### config.mk
export PLATFORM = sky130hd
export DESIGN_NAME = tdr_filter
export DESIGN_NICKNAME = d
export VERILOG_FILES = /design/src/tdr_pkg.sv /design/src/tdr_mem.sv /design/src/tdr_fifo.sv /design/src/tdr_filter.sv
export VERILOG_INCLUDE_DIRS = /design/src
export SDC_FILE = /design/constraint.sdc
export NUM_CORES = 1
export LEC_CHECK = 0
export BUFFER_PORTS_ARGS = -buffer_cell sky130_fd_sc_hd__buf_2
export CAP_MARGIN = 20
export CORE_MARGIN = 5
export CORE_UTILIZATION = 45
export CTS_CLUSTER_SIZE = 14
export DETAILED_ROUTE_END_ITERATION = 12
export PLACE_DENSITY = 0.61
export SYNTH_ARGS = -nofsm -noshare
export SYNTH_HDL_FRONTEND = slang
export SYNTH_SLANG_ARGS = --single-unit
### constraint.sdc
create_clock -name sys_clk -period 4 [get_ports sys_clk]
set_clock_uncertainty 0.15 [all_clocks]
set_input_delay 0.6 -clock sys_clk [delete_from_list [all_inputs] [get_ports sys_clk]]
set_output_delay 0.6 -clock sys_clk [all_outputs]
set_load 0.02 [all_outputs]
### src/tdr_defs.svh
// Constants for the receive-side packet decode, route and traffic-class filter.
`ifndef TDR_DEFS_SVH
`define TDR_DEFS_SVH

// ****************************************************************
// Header field positions (first header dword, big-endian layout)
// ****************************************************************
`define TDR_FMT_HI 30
`define TDR_FMT_LO 29
`define TDR_TYPE_HI 28
`define TDR_TYPE_LO 24
`define TDR_TC_HI 22
`define TDR_TC_LO 20
`define TDR_LEN_HI 9
`define TDR_LEN_LO 0

// ****************************************************************
// Type field encodings
// ****************************************************************
`define TDR_TYPE_MEM 5'h00
`define TDR_TYPE_MEMLK 5'h01
`define TDR_TYPE_IO 5'h02
`define TDR_TYPE_CFG0 5'h04
`define TDR_TYPE_CFG1 5'h05
`define TDR_TYPE_CPL 5'h0a
`define TDR_TYPE_CPLLK 5'h0b
`define TDR_MSG_TOP 2'h2

// ****************************************************************
// Payload limits in dwords, and the isochronous enable position
// ****************************************************************
`define TDR_PAY_MIN_DW 7'h01
`define TDR_PAY_MAX_DW 7'h40
`define TDR_CFG_OFS 8'h40
`define TDR_VI_BIT 26
`define TDR_TC_ZERO 3'h0

// ****************************************************************
// Baseline message code groups
// ****************************************************************
`define TDR_MC_INTX_HI 4'h2
`define TDR_MC_PM 8'h14
`define TDR_MC_PM_TOP 5'h03
`define TDR_MC_ERR_TOP 6'h0c
`define TDR_MC_UNLOCK 8'h00
`define TDR_MC_SPL 8'h50
`define TDR_MC_VDM0 8'h7e
`define TDR_MC_VDM1 8'h7f
`define TDR_MC_HP_TOP 4'h4

`endif

### src/tdr_pkg.sv
// Types shared by the packet decode, route and traffic-class filter.
package tdr_pkg;

    // ****************************************************************
    // Route kinds and message groups
    // ****************************************************************
    typedef enum logic [1:0] {
        TDR_RT_ADDR = 2'b00,
        TDR_RT_ID = 2'b01,
        TDR_RT_IMPL = 2'b10,
        TDR_RT_NONE = 2'b11
    } tdr_route_e;

    typedef enum logic [2:0] {
        TDR_MG_NONE = 3'b000,
        TDR_MG_INTX = 3'b001,
        TDR_MG_PM = 3'b010,
        TDR_MG_ERR = 3'b011,
        TDR_MG_LOCK = 3'b100,
        TDR_MG_SPL = 3'b101,
        TDR_MG_VDM = 3'b110,
        TDR_MG_HP = 3'b111
    } tdr_msg_e;

    typedef enum logic [1:0] {
        TDR_ST_HDR = 2'b00,
        TDR_ST_REST = 2'b01,
        TDR_ST_DATA = 2'b10,
        TDR_ST_DROP = 2'b11
    } tdr_state_e;

    typedef logic [31:0] tdr_word_t;

endpackage

### src/tdr_mem.sv
// Small memory with registered read data, used as FIFO storage.
`timescale 1ns/100ps
module tdr_mem #(
    parameter int WIDTH = 32,
    parameter int DEPTH = 16,
    parameter int AW = $clog2(DEPTH)
) (
    input wire logic sys_clk, // System clock.
    input wire logic wrEn, // Write strobe.
    input wire logic [AW-1:0] wrAddr, // Write address.
    input wire logic [WIDTH-1:0] wrData, // Write data.
    input wire logic [AW-1:0] rdAddr, // Read address.
    output logic [WIDTH-1:0] rdData // Registered read data.
);
    logic [WIDTH-1:0] mem [DEPTH];

    // ****************************************************************
    // Storage
    // ****************************************************************
    // No reset on the array, so it maps onto plain memory cells.
    always_ff @(posedge sys_clk) begin
        if (wrEn) begin
            mem[wrAddr] <= wrData;
        end
        rdData <= mem[rdAddr];
    end
endmodule // tdr_mem

### src/tdr_fifo.sv
// Parameterised FIFO with valid and ready on both sides.
`timescale 1ns/100ps
module tdr_fifo #(
    parameter int WIDTH = 32,
    parameter int DEPTH = 16
) (
    input wire logic sys_clk, // System clock.
    input wire logic sys_rst, // Asynchronous reset, active high.
    input wire logic inValid, // Write side valid.
    output logic inReady, // Write side ready, low when full.
    input wire logic [WIDTH-1:0] inData, // Write data.
    output logic outValid, // Read side valid.
    input wire logic outReady, // Read side ready.
    output logic [WIDTH-1:0] outData // Read data.
);
    localparam int AW = $clog2(DEPTH);

    typedef struct packed {
        logic [AW:0] wrPtr;
        logic [AW:0] rdPtr;
        logic [AW:0] count;
        logic outValid;
    } tdr_fifo_s;

    tdr_fifo_s st_q;
    tdr_fifo_s st_d;
    logic doWr;
    logic doRd;
    logic [AW-1:0] rdAddr;
    logic [WIDTH-1:0] memData;

    // ****************************************************************
    // Pointer control
    // ****************************************************************
    // The output word is the registered memory read; one word is taken out of
    // the count as soon as it is fetched into the output stage.
    always_comb begin
        st_d = st_q;
        doWr = inValid && (st_q.count < (AW+1)'(DEPTH));
        doRd = (st_q.rdPtr != st_q.wrPtr) && (!st_q.outValid || outReady);
        rdAddr = st_q.rdPtr[AW-1:0];
        if (doWr) begin
            st_d.wrPtr = st_q.wrPtr + 1'b1;
        end
        if (doRd) begin
            st_d.rdPtr = st_q.rdPtr + 1'b1;
        end
        if (!st_q.outValid || outReady) begin
            st_d.outValid = doRd;
        end
        st_d.count = st_q.count + (AW+1)'(doWr) - (AW+1)'(doRd);
    end

    always_ff @(posedge sys_clk or posedge sys_rst) begin
        if (sys_rst) begin
            st_q <= '0;
        end else begin
            st_q <= st_d;
        end
    end

    tdr_mem #(.WIDTH(WIDTH), .DEPTH(DEPTH)) u_mem (
        .sys_clk(sys_clk),
        .wrEn(doWr),
        .wrAddr(st_q.wrPtr[AW-1:0]),
        .wrData(inData),
        .rdAddr(rdAddr),
        .rdData(memData)
    );

    // Read data is held in the output stage only while it is not taken.
    logic [WIDTH-1:0] hold_q;
    logic fresh_q;
    always_ff @(posedge sys_clk or posedge sys_rst) begin
        if (sys_rst) begin
            hold_q <= '0;
            fresh_q <= 1'b0;
        end else begin
            fresh_q <= doRd;
            if (fresh_q) begin
                hold_q <= memData;
            end
        end
    end

    assign outData = fresh_q ? memData : hold_q;
    assign outValid = st_q.outValid;
    assign inReady = (st_q.count < (AW+1)'(DEPTH));
endmodule // tdr_fifo

### src/tdr_filter.sv
// Downstream packet decode, route selection and traffic-class filter.
// Overview of operation
// - Format field gives header length and data.
// - Payload must be one to sixty-four dwords.
// - Memory and I/O requests routed by address.
// - Configuration requests routed by bus/device/function.
// - Messages routed by three-bit routing subfield.
// - Baseline message groups recognised and classified.
// - Baseline messages must use traffic class zero.
// - Advanced switching messages are not supported.
// - Isochronous mode off at reset, set by bit.
// - Isochronous mode selects upstream class one-seven.
// - Config, I/O, message need class zero.
// - Memory packets forwarded whatever their class.
`timescale 1ns/100ps
`include "tdr_defs.svh"
module tdr_filter #(
    parameter int FIFO_DEPTH = 16
) (
    input wire logic sys_clk, // System clock, 100 MHz.
    input wire logic sys_rst, // Asynchronous reset, active high.
    input wire logic cfgWrEn, // Configuration dword write strobe.
    input wire logic [7:0] cfgWrOfs, // Configuration dword offset.
    input wire logic [31:0] cfgWrData, // Configuration write data.
    input wire logic [2:0] upTcSel, // Requested upstream traffic class.
    input wire logic rxValid, // Receive word valid.
    output logic rxReady, // Receive word accepted.
    input wire logic [31:0] rxData, // Receive word.
    input wire logic rxSop, // First header dword of a packet.
    input wire logic rxEop, // Last dword of a packet.
    output logic fwdValid, // Forward word valid.
    input wire logic fwdReady, // Forward side ready.
    output tdr_pkg::tdr_word_t fwdData, // Forward word.
    output logic pktValid, // One-cycle pulse with packet class.
    output tdr_pkg::tdr_route_e pktRoute, // Route kind of the packet.
    output logic [2:0] pktMsgRoute, // Message routing subfield.
    output tdr_pkg::tdr_msg_e pktMsgGroup, // Baseline message group.
    output logic pktHdr4, // Four-dword header.
    output logic pktHasData, // Packet carries data.
    output logic [6:0] pktLenDw, // Payload length in dwords.
    output logic pktMalformed, // Packet malformed; payload words after the fault are dropped.
    output logic pktUnsupported, // Packet dropped as unsupported.
    output logic viEnable, // Isochronous mode enabled.
    output logic [2:0] upTc // Traffic class used upstream.
);
    import tdr_pkg::*;

    typedef struct packed {
        tdr_state_e state;
        logic [2:0] hdrLeft;
        logic [6:0] dataLeft;
        logic viEn;
        logic [2:0] upTc;
        logic pktValid;
        tdr_route_e route;
        logic [2:0] msgRoute;
        tdr_msg_e msgGroup;
        logic hdr4;
        logic hasData;
        logic [6:0] lenDw;
        logic malformed;
        logic unsupported;
    } tdr_filter_s;

    tdr_filter_s st_q;
    tdr_filter_s st_d;
    logic fifoReady;
    logic fifoValid;
    tdr_word_t fifoData;
    logic pushValid;

    // ****************************************************************
    // Decode helpers
    // ****************************************************************
    // Length of zero encodes 1024 dwords, one above the largest value the field can hold.
    function automatic logic [10:0] len_dw(input logic [9:0] f);
        len_dw = (f == 10'h000) ? 11'h400 : {1'b0, f};
    endfunction

    function automatic tdr_msg_e msg_group(input logic [7:0] code);
        if (code[7:4] == `TDR_MC_INTX_HI && code[3:2] != 2'b11) begin
            msg_group = TDR_MG_INTX;
        end else if (code == `TDR_MC_PM || code[7:3] == `TDR_MC_PM_TOP) begin
            msg_group = TDR_MG_PM;
        end else if (code[7:2] == `TDR_MC_ERR_TOP) begin
            msg_group = TDR_MG_ERR;
        end else if (code == `TDR_MC_UNLOCK) begin
            msg_group = TDR_MG_LOCK;
        end else if (code == `TDR_MC_SPL) begin
            msg_group = TDR_MG_SPL;
        end else if (code == `TDR_MC_VDM0 || code == `TDR_MC_VDM1) begin
            msg_group = TDR_MG_VDM;
        end else if (code[7:4] == `TDR_MC_HP_TOP) begin
            msg_group = TDR_MG_HP;
        end else begin
            msg_group = TDR_MG_NONE;
        end
    endfunction

    // Header fields of the incoming first dword.
    logic [1:0] fmt;
    logic [4:0] ptype;
    logic [2:0] tc;
    logic [10:0] lenFull;
    logic take;
    assign fmt = rxData[`TDR_FMT_HI:`TDR_FMT_LO];
    assign ptype = rxData[`TDR_TYPE_HI:`TDR_TYPE_LO];
    assign tc = rxData[`TDR_TC_HI:`TDR_TC_LO];
    assign lenFull = len_dw(rxData[`TDR_LEN_HI:`TDR_LEN_LO]);
    // A word is consumed when it is valid and either the FIFO has room or it is
    // being dropped; dropping never waits on the forward side.
    assign take = rxValid && (fifoReady || st_q.state == TDR_ST_DROP);

    // ****************************************************************
    // Classification and forwarding control
    // ****************************************************************
    always_comb begin
        logic isMsg;
        logic isMem;
        logic isCfg;
        logic isIo;
        logic bad;
        logic unsup;
        logic [7:0] mcode;
        isMsg = 1'b0;
        isMem = 1'b0;
        isCfg = 1'b0;
        isIo = 1'b0;
        bad = 1'b0;
        unsup = 1'b0;
        mcode = 8'h00;
        st_d = st_q;
        st_d.pktValid = 1'b0;
        pushValid = 1'b0;
        // Isochronous enable lives at its configuration bit.
        if (cfgWrEn && cfgWrOfs == `TDR_CFG_OFS) begin
            st_d.viEn = cfgWrData[`TDR_VI_BIT];
        end
        // Upstream class follows the selection only with isochronous mode on.
        st_d.upTc = (st_d.viEn && upTcSel != `TDR_TC_ZERO) ? upTcSel : `TDR_TC_ZERO;
        case (st_q.state)
            TDR_ST_HDR: begin
                if (take && rxSop) begin
                    isMem = (ptype == `TDR_TYPE_MEM) || (ptype == `TDR_TYPE_MEMLK);
                    isIo = (ptype == `TDR_TYPE_IO);
                    isCfg = (ptype == `TDR_TYPE_CFG0) || (ptype == `TDR_TYPE_CFG1);
                    isMsg = (ptype[4:3] == `TDR_MSG_TOP);
                    st_d.hdr4 = fmt[0];
                    st_d.hasData = fmt[1];
                    st_d.lenDw = fmt[1] ? lenFull[6:0] : 7'h00;
                    // Payload above sixty-four dwords cannot be buffered.
                    if (fmt[1] && lenFull > 11'(`TDR_PAY_MAX_DW)) begin
                        bad = 1'b1;
                    end
                    if (isMem || isIo) begin
                        st_d.route = TDR_RT_ADDR;
                    end else if (isCfg) begin
                        st_d.route = TDR_RT_ID;
                    end else if (isMsg) begin
                        st_d.route = TDR_RT_IMPL;
                    end else begin
                        st_d.route = TDR_RT_NONE;
                    end
                    st_d.msgRoute = isMsg ? ptype[2:0] : 3'h0;
                    st_d.msgGroup = TDR_MG_NONE;
                    // Memory ignores class; configuration, I/O and message types must carry class zero.
                    if ((isCfg || isIo || isMsg) && tc != `TDR_TC_ZERO) begin
                        bad = 1'b1;
                    end
                    st_d.malformed = bad;
                    st_d.unsupported = 1'b0;
                    if (rxEop) begin
                        st_d.malformed = 1'b1;
                        st_d.pktValid = 1'b1;
                    end else begin
                        st_d.hdrLeft = fmt[0] ? 3'h3 : 3'h2;
                        st_d.dataLeft = st_d.lenDw;
                        st_d.state = TDR_ST_REST;
                    end
                end
            end
            TDR_ST_REST: begin
                if (take) begin
                    pushValid = 1'b0;
                    // Message code sits in the low byte of the second dword.
                    if (st_q.hdrLeft == (st_q.hdr4 ? 3'h3 : 3'h2) &&
                        st_q.route == TDR_RT_IMPL) begin
                        mcode = rxData[7:0];
                        st_d.msgGroup = msg_group(mcode);
                        unsup = (msg_group(mcode) == TDR_MG_NONE);
                        st_d.unsupported = unsup;
                    end
                    st_d.hdrLeft = st_q.hdrLeft - 3'h1;
                    if (st_q.hdrLeft == 3'h1) begin
                        if (rxEop || st_q.dataLeft == 7'h00) begin
                            st_d.pktValid = 1'b1;
                            st_d.malformed = st_q.malformed || !rxEop || st_q.hasData;
                            st_d.state = TDR_ST_HDR;
                        end else begin
                            st_d.state = TDR_ST_DATA;
                        end
                    end else if (rxEop) begin
                        st_d.pktValid = 1'b1;
                        st_d.malformed = 1'b1;
                        st_d.state = TDR_ST_HDR;
                    end
                end
            end
            TDR_ST_DATA: begin
                if (take) begin
                    // Good memory payload goes forward whatever its class.
                    pushValid = !st_q.malformed && !st_q.unsupported;
                    st_d.dataLeft = st_q.dataLeft - 7'h01;
                    if (rxEop) begin
                        st_d.malformed = st_q.malformed || (st_q.dataLeft != 7'h01);
                        st_d.pktValid = 1'b1;
                        st_d.state = TDR_ST_HDR;
                    end else if (st_q.dataLeft == 7'h01) begin
                        st_d.malformed = 1'b1;
                        st_d.state = TDR_ST_DROP;
                    end
                end
            end
            TDR_ST_DROP: begin
                if (take && rxEop) begin
                    st_d.pktValid = 1'b1;
                    st_d.state = TDR_ST_HDR;
                end
            end
            default: begin
                st_d.state = TDR_ST_HDR;
            end
        endcase
    end

    always_ff @(posedge sys_clk or posedge sys_rst) begin
        if (sys_rst) begin
            st_q <= '0;
        end else begin
            st_q <= st_d;
        end
    end

    // ****************************************************************
    // Payload buffer
    // ****************************************************************
    // Payload is buffered so the forward side can stall without losing words;
    // a full buffer pulls the receive ready low except while a packet is being dropped.
    tdr_fifo #(.WIDTH(32), .DEPTH(FIFO_DEPTH)) u_fifo (
        .sys_clk(sys_clk),
        .sys_rst(sys_rst),
        .inValid(pushValid),
        .inReady(fifoReady),
        .inData(rxData),
        .outValid(fifoValid),
        .outReady(fwdReady),
        .outData(fifoData)
    );

    assign rxReady = fifoReady || st_q.state == TDR_ST_DROP;
    assign fwdValid = fifoValid;
    assign fwdData = fifoData;
    assign pktValid = st_q.pktValid;
    assign pktRoute = st_q.route;
    assign pktMsgRoute = st_q.msgRoute;
    assign pktMsgGroup = st_q.msgGroup;
    assign pktHdr4 = st_q.hdr4;
    assign pktHasData = st_q.hasData;
    assign pktLenDw = st_q.lenDw;
    assign pktMalformed = st_q.malformed;
    assign pktUnsupported = st_q.unsupported;
    assign viEnable = st_q.viEn;
    assign upTc = st_q.upTc;
endmodule // tdr_filter

==> results of run 1 <==
-- power groups by stage --
| stage | sequential [mW] | clock, mW | combinational, mW |
|---|---|---|---|
| after CTS | 8.08 | 6.12 | 5.38 |
| after detailed placement | 8.21 | 0 | 5.37 |
| after global routing | 8.14 | 6.41 | 5.76 |
| final | 8.07 | 5.97 | 5.25 |
| after floorplan | 8.00 | 0 | 4.16 |
| after global placement | 8.19 | 0 | 5.32 |
-- state kept, by name, summed over array words and instances (netlist names) --
register / count
upTc: 3
pktHdr4: 1
pktValid: 1
pktUnsupported: 1
u_fifo.rdAddr: 4
pktHasData: 1
u_fifo.fresh_q: 1
u_fifo.hold_q: 32
u_fifo.outValid: 1
u_fifo.u_mem.mem: 512
viEnable: 1
pktRoute: 2
pktLenDw: 7
pktMsgGroup: 3
u_fifo.st_q: 11
pktMalformed: 1
u_fifo.u_mem.rdData: 32
pktMsgRoute: 3
st_q: 12
-- worst max-delay path, delay by kind of cell (launching register included) --
kind / cells / cell delay [ps]
fa+ha+maj: 1 / 410
buf+inv: 3 / 560
flops: 1 / 410
simple gates: 3 / 1440
-- final cells by class --
class / count / area (um^2) / area share [%]
Antenna cell: 1 / 2.50 / 0.00887
Clock buffer: 93 / 1900 / 6.73
Clock inverter: 31 / 244 / 0.865
Inverter: 29 / 111 / 0.395
Multi-Input combinational cell: 547 / 6000 / 21.3
Sequential cell: 629 / 18200 / 64.3
Tap cell: 696 / 871 / 3.09
Timing Repair Buffer: 146 / 938 / 3.33
-- cells by family (layout without fill, tap and decap cells) --
| group | count (synthesis) | after routing | synth area share, % |
|---|---|---|---|
| flops | 629 | 629 | 73.9 |
| mux | 205 | 205 | 15.1 |
| compound gates | 135 | 135 | 3.59 |
| other cells | 0 | 1 | 0 |
| xor+xnor | 19 | 19 | 0.677 |
| simple gates | 168 | 168 | 3.66 |
| buf+inv | 110 | 299 | 2.08 |
| fa+ha+maj | 20 | 20 | 1.05 |
-- metal layers --
layer  GRT usage [%]  up-vias  share of wire, %
met5               0        -             0.017
li1                -     5379                 -
met1            24.7     6325                44
met2            28.8      284                49
met4            5.01        2               2.0
met3            3.15       60               5.5
-- per-stage QoR --
step	setup slack (ps)	hold WS (ps)	util, %
floorplan	-307	301	-
CTS	677	47.4	52.3
detailed placement	721	312	48.4
global route	507	64.2	52.3
finish	704	77.2	52.3
global placement	778	309	48.4
-- cell usage in the layout, fill, tap and decap left out, types with 13 or more instances in the layout --
master,instances
a211oi_1,40
ha_1,19
dfrtp_1,80
mux2_2,39
mux4_2,128
nand2_1,42
clkbuf_1,18
a21oi_1,44
nor2_1,17
edfxtp_1,512
buf_4,29
clkbuf_16,71
buf_2,108
o21ai_0,25
xnor2_1,13
dfxtp_1,32
inv_1,27
mux2i_1,37
nor2b_1,42
-- final timing paths --
check / start / end
setup / recovery: st_q[34]$_DFFE_PP0P_ / u_fifo.u_mem.mem[0][19]$_DFFE_PP_
hold / removal: sys_rst / u_fifo.outValid$_DFFE_PP0N_
setup reg to reg: st_q[34]$_DFFE_PP0P_ / u_fifo.u_mem.mem[0][19]$_DFFE_PP_
hold reg to reg: u_fifo.u_mem.rdData[25]$_DFF_P_ / u_fifo.hold_q[25]$_DFF_PP0_
max in group asynchronous: sys_rst / pktMsgGroup[0]$_DFFE_PP0P_
min in group sys_clk: upTcSel[2] / upTc[2]$_DFF_PP0_
==> summary.txt, run 1 <==
Dpl cell area: 0.0261 mm^2
Vias: 12100
Total gr overflow: 0
TritonCTS Sinks: 629
Largest cells by area after synthesis: edfxtp_1, mux4_2, dfrtp_1
# rows: 85
Post-route ant nets: 0
CTS tree: yes
Number of global-route vias before repair: 12900
Register bit total from synthesis: 629
CP Max Fanout: 17
Logic pwr share: 27.2%
Largest net degree at the start of global routing: 100
# DRC: 0
Cell Count Post-Placement: 2047
Die width: 244 um
Final WL: 51.7 mm
Fmax: 303 MHz
Initial Util: 45.6%
# fillers: 4269
Status: complete, no violations
Final Cell Area: 0.0282 mm^2
Cell Chain, Critical Path: inv_1, ha_1, inv_2, nor4b_4, nor3b_1, and2_2, buf_4
WL per Instance: 23.8 um
H-tree levels: 3
Fin. max-slew vios: 0
Crit-path max cell delay: 630 ps
Post-synth EDFFs: 512
CTS buffer count: 68
Sum Neg Setup Slack: 0 ps
Worst-Skew Late Latency: 590 ps
Ys async rst share: 13.5%
Die ar.: 0.0594 mm^2
Largest buffer count on any clock path: 3
Ratio of cells with drive above 1 in the final layout: 29.7%
Power per standard cell area: 683 mW/mm^2
Slew HR: 35.3%
Hold_buf cts: 0
Post-synth top area share: 62.6%
CP Capture Type: flip-flop
Synthesized Nets: 1388
I/O pin count: 140
LEAKAGE: 9.65 nW
Cells after Synth: 1286
Unique masters post-synth: 56
Layout net count: 1523
Power, Total: 19.3 mW
Slew @ Worst Pin: 971 ps
Number of cells on the worst reg-to-reg path: 7
Reg clk slew, reported paths: 60 ps
Number of max-cap violations: 0
Post CTS Setup Buffer Count: 0
Worst path required time: 4140 ps
First-pass DRT Iterations: 5
RePlAce Congestion: 0.793
RSZ-0062 raised after global routing: no
Count leader, synth: edfxtp_1
Yosys top cell by area: edfxtp_1
First-pass GRT wire length: 79.4 mm
Gr usage total: 17.6%
Final setup vio count: 0
Hpwl dp: 29.2 mm
Min-delay worst type: input pin to async pin
Arr. time, crit path: 3430 ps
CP max-delay cell: and2_2
Switching share of total power: 29.7%
Psw: 5.73 mW
Primary FF master, synth: edfxtp_1
Setup CP Type: flip-flop to flip-flop
Reg power frac: 41.8%
Peak VDD IR: 0.504 mV
Post-synthesis sequential area ratio: 73.9%
Syn_area_per_cell: 19.1 um^2
Initial DRC count: 859
Worst Setup Start Kind: flip-flop
Initial antenna violation count: 3
Tcrit/Tclk final: 82.4%
Area of the mapped netlist: 0.0246 mm^2
CTS root buf: clkbuf_16
Int Power: 13.6 mW
Syn. warnings: 0
Area growth syn-to-layout: 14.9%
Post_cts resized: 0
Reg-to-reg setup timing slack: 700 ps
Top post-synthesis cells by count: edfxtp_1, mux4_2, dfrtp_1
IO Port Bufs: 108
Core area: 0.0539 mm^2
Final hold vios: 0
Finished Layout Cells: 2172
Vias per cell: 5.55
Clock power share: 31.0%
Fin crit period: 3300 ps
Die Y: 244 um
No activity file was read; power rests on OpenSTA's default activity.
==> run 2, diff against run 1 <==
--- a/config.mk
+++ b/config.mk
@@ -6,6 +6,7 @@
 export SDC_FILE = /design/constraint.sdc
 export NUM_CORES = 1
 export LEC_CHECK = 0
+export ABC_AREA = 1
 export BUFFER_PORTS_ARGS = -buffer_cell sky130_fd_sc_hd__buf_2
 export CAP_MARGIN = 20
 export CORE_MARGIN = 5
==> constraint.sdc (replaced) <==
create_clock -name sys_clk -period 2.95 [get_ports sys_clk]
set_clock_uncertainty 0.15 [all_clocks]
set_input_delay 0.4425 -clock sys_clk [delete_from_list [all_inputs] [get_ports sys_clk]]
set_output_delay 0.4425 -clock sys_clk [all_outputs]
set_load 0.02 [all_outputs]
==> run 2 against run 1 <==
Compared with the run above: setup slack worse by 520 ps; critical path depth up 6; register-to-register slack worse by 520 ps; largest power group unchanged; wire length increased by 16%; maximum frequency rose by 19%; global-route usage is 2.1 points higher; worst hold slack about the same; first-iteration DRC count is 70% higher.
==> summary.txt, run 2 <==
Status: complete, no violations
Setup CP Type: flip-flop to flip-flop
Vias: 15600
# DRC: 0
Antenna cell count: 0
WL per Instance: 21.1 um
Syn_area_per_cell: 12.8 um^2
CP Capture Type: flip-flop
Register bit total from synthesis: 629
Area growth syn-to-layout: 15.2%
Final setup vio count: 0
Largest net degree at the start of global routing: 258
Synth Area in Compound Gates: 10.3%
Die width: 245 um
Worst Setup Start Kind: flip-flop
I/O pin count: 140
Die Y: 245 um
RSZ-0062 raised after global routing: no
Min-delay worst type: input pin to flip-flop
Most frequent cells in the layout: edfxtp_1, nor2_1, o21ai_0
Initial Util: 45.4%
Layout net count: 2151
Synthesized Nets: 2046
Yosys top cell by area: edfxtp_1
XOR/XNOR Fraction of Synth Area: 0.702%
Post-Synth Simple-Gate Area: 10.0%
RePlAce Congestion: 0.849
Vias per cell: 5.49
H-tree levels: 3
Multiplexer area fraction after synthesis: 1.49%
LEAKAGE: 10.2 nW
Initial DRC count: 1458
Initial antenna violation count: 1
First-pass GRT wire length: 91.9 mm
First-pass DRT Iterations: 5
TritonCTS Sinks: 629
Largest family of logic cells by synthesized area: compound AO/OA/AOI/OAI gates
Hpwl dp: 33.0 mm
Final WL: 60.2 mm
Final core occ: 52.3%
# rows: 86
Fin crit period: 2770 ps
Count leader, synth: edfxtp_1
CTS buffer count: 67
Slew HR: 20.5%
Post-synth EDFFs: 512
Power per standard cell area: 933 mW/mm^2
Fin. max-slew vios: 0
Post-synthesis sequential area ratio: 72.7%
Unique masters post-synth: 46
Reg clk slew, reported paths: 60 ps
Final Cell Area: 0.0287 mm^2
CTS tree: yes
Dpl cell area: 0.0265 mm^2
Synth Area in Adders: 1.03%
Arr. time, crit path: 3080 ps
CTS root buf: clkbuf_16
Core area: 0.0550 mm^2
Fmax: 362 MHz
Power, Total: 26.8 mW
Area of the mapped netlist: 0.0249 mm^2
Tcrit/Tclk final: 93.7%
Cells after Synth: 1944
Largest cells by area after synthesis: edfxtp_1, dfrtp_1, o21ai_0
Top post-synthesis cells by count: edfxtp_1, nor2_1, o21ai_0
Post-synth top area share: 61.6%
Ratio of cells with drive above 1 in the final layout: 15.8%
Peak VDD IR: 1.03 mV
CP Max Fanout: 7
Number of global-route vias before repair: 15400
Final hold vios: 0
Syn. warnings: 0
Total gr overflow: 0
Primary FF master, synth: edfxtp_1
Largest regs: u_fifo.u_mem.mem: 512 flops, u_fifo.hold_q: 32 flops, u_fifo.u_mem.rdData: 32 flops
Post-route ant nets: 0
Die ar.: 0.0602 mm^2
Largest buffer count on any clock path: 3
Max FFs per register: 512
IO Port Bufs: 108
Worst-Skew Late Latency: 590 ps
Slew @ Worst Pin: 1190 ps
Ys async rst share: 13.5%
Top reg by flops: u_fifo.u_mem.mem
Number of max-cap violations: 0
Most common cell after layout, fill and taps aside: edfxtp_1
Worst path required time: 3270 ps
# fillers: 4561
Gr usage total: 19.8%
[run 2: worst paths after layout]
| check | slack, ps | from | end | depth (start not counted) |
|---|---|---|---|---|
| min | 80 | rxData[12] | u_fifo.u_mem.mem[7][12]$_DFFE_PP_ | 1 |
| max | 180 | u_fifo.rdAddr[0]$_DFFE_PP0P_ | u_fifo.st_q[5]$_DFF_PP0_ | 13 |
| max in group asynchronous | 1670 | sys_rst | u_fifo.hold_q[21]$_DFF_PP0_ | 4 |
| min reg2reg | 320 | u_fifo.u_mem.rdData[14]$_DFF_P_ | u_fifo.hold_q[14]$_DFF_PP0_ | 1 |
| max reg2reg | 180 | u_fifo.rdAddr[0]$_DFFE_PP0P_ | u_fifo.st_q[5]$_DFF_PP0_ | 13 |
| min in group asynchronous | 320 | sys_rst | st_q[32]$_DFFE_PP0P_ | 3 |
[run 2: cells by family (layout without fill, tap and decap cells)]
logic type      count (synthesis)  after routing
xor+xnor                       20             20
mux                            33             33
buf+inv                       191            348
compound gates                445            445
fa+ha+maj                      20             20
flops                         629            629
simple gates                  606            606
[run 2: cell type report]
class                   instances  area [um^2]  share of cell area (%)
flip-flops and latches        629        18200                    63.2
multi-input cells            1124         6010                    20.9
clock buffers                  88         1850                    6.43
repair buffers                166         1280                    4.45
well taps                     748          936                    3.26
clock inverters                33          278                   0.967
inverters                      61          238                   0.827
[run 2: timing repair]
item / in CTS / in global routing
setup buffers: 0 / 1
hold buffers: 8 / 0
setup endpoints to repair: 0 / 1
resized for setup: 0 / 1
endpoints found under the hold margin: 45 / 0
[run 2: report_power, final]
part	leakage (nW)	switching, mW	internal (mW)
clock	1.04	3.30	4.77
sequential	5.91	0.372	10.4
combinational	3.23	5.43	2.55
total	10.2	9.11	17.7
[run 2: routing by layer]
| layer | GRT usage (%) | wire [um] | vias to the layer above |
|---|---|---|---|
| li1 | - | - | 7258 |
| met1 | 27.0 | 25900 | 7858 |
| met5 | 0 | 10 | - |
| met2 | 33.4 | 30000 | 434 |
| met3 | 2.82 | 3040 | 77 |
| met4 | 5.92 | 1180 | 2 |
[run 2: worst max-delay path: stages (launching register included)]
cell	delay [ps]
dfrtp_4	520
inv_6	70
nor2_1	60
nor4_4	300
nand3_2	170
nand2_4	120
inv_1	60
ha_1	270
inv_1	40
ha_1	210
fa_2	380
nand3_1	70
nand2_1	70
xor2_1	140
[run 2: stage by stage]
step / setup TNS (ps) / instances / hold WS [ps] / setup WS [ps]
after floorplan: -106590 / 1944 / 300 / -278
after global placement: 0 / 2718 / 307 / 114
after detailed placement: 0 / 2719 / 310 / 91.2
after CTS: 0 / 2848 / 51.5 / 80.3
after global routing: 0 / 2849 / 74.8 / 20.5
final: 0 / 2849 / 77.5 / 185
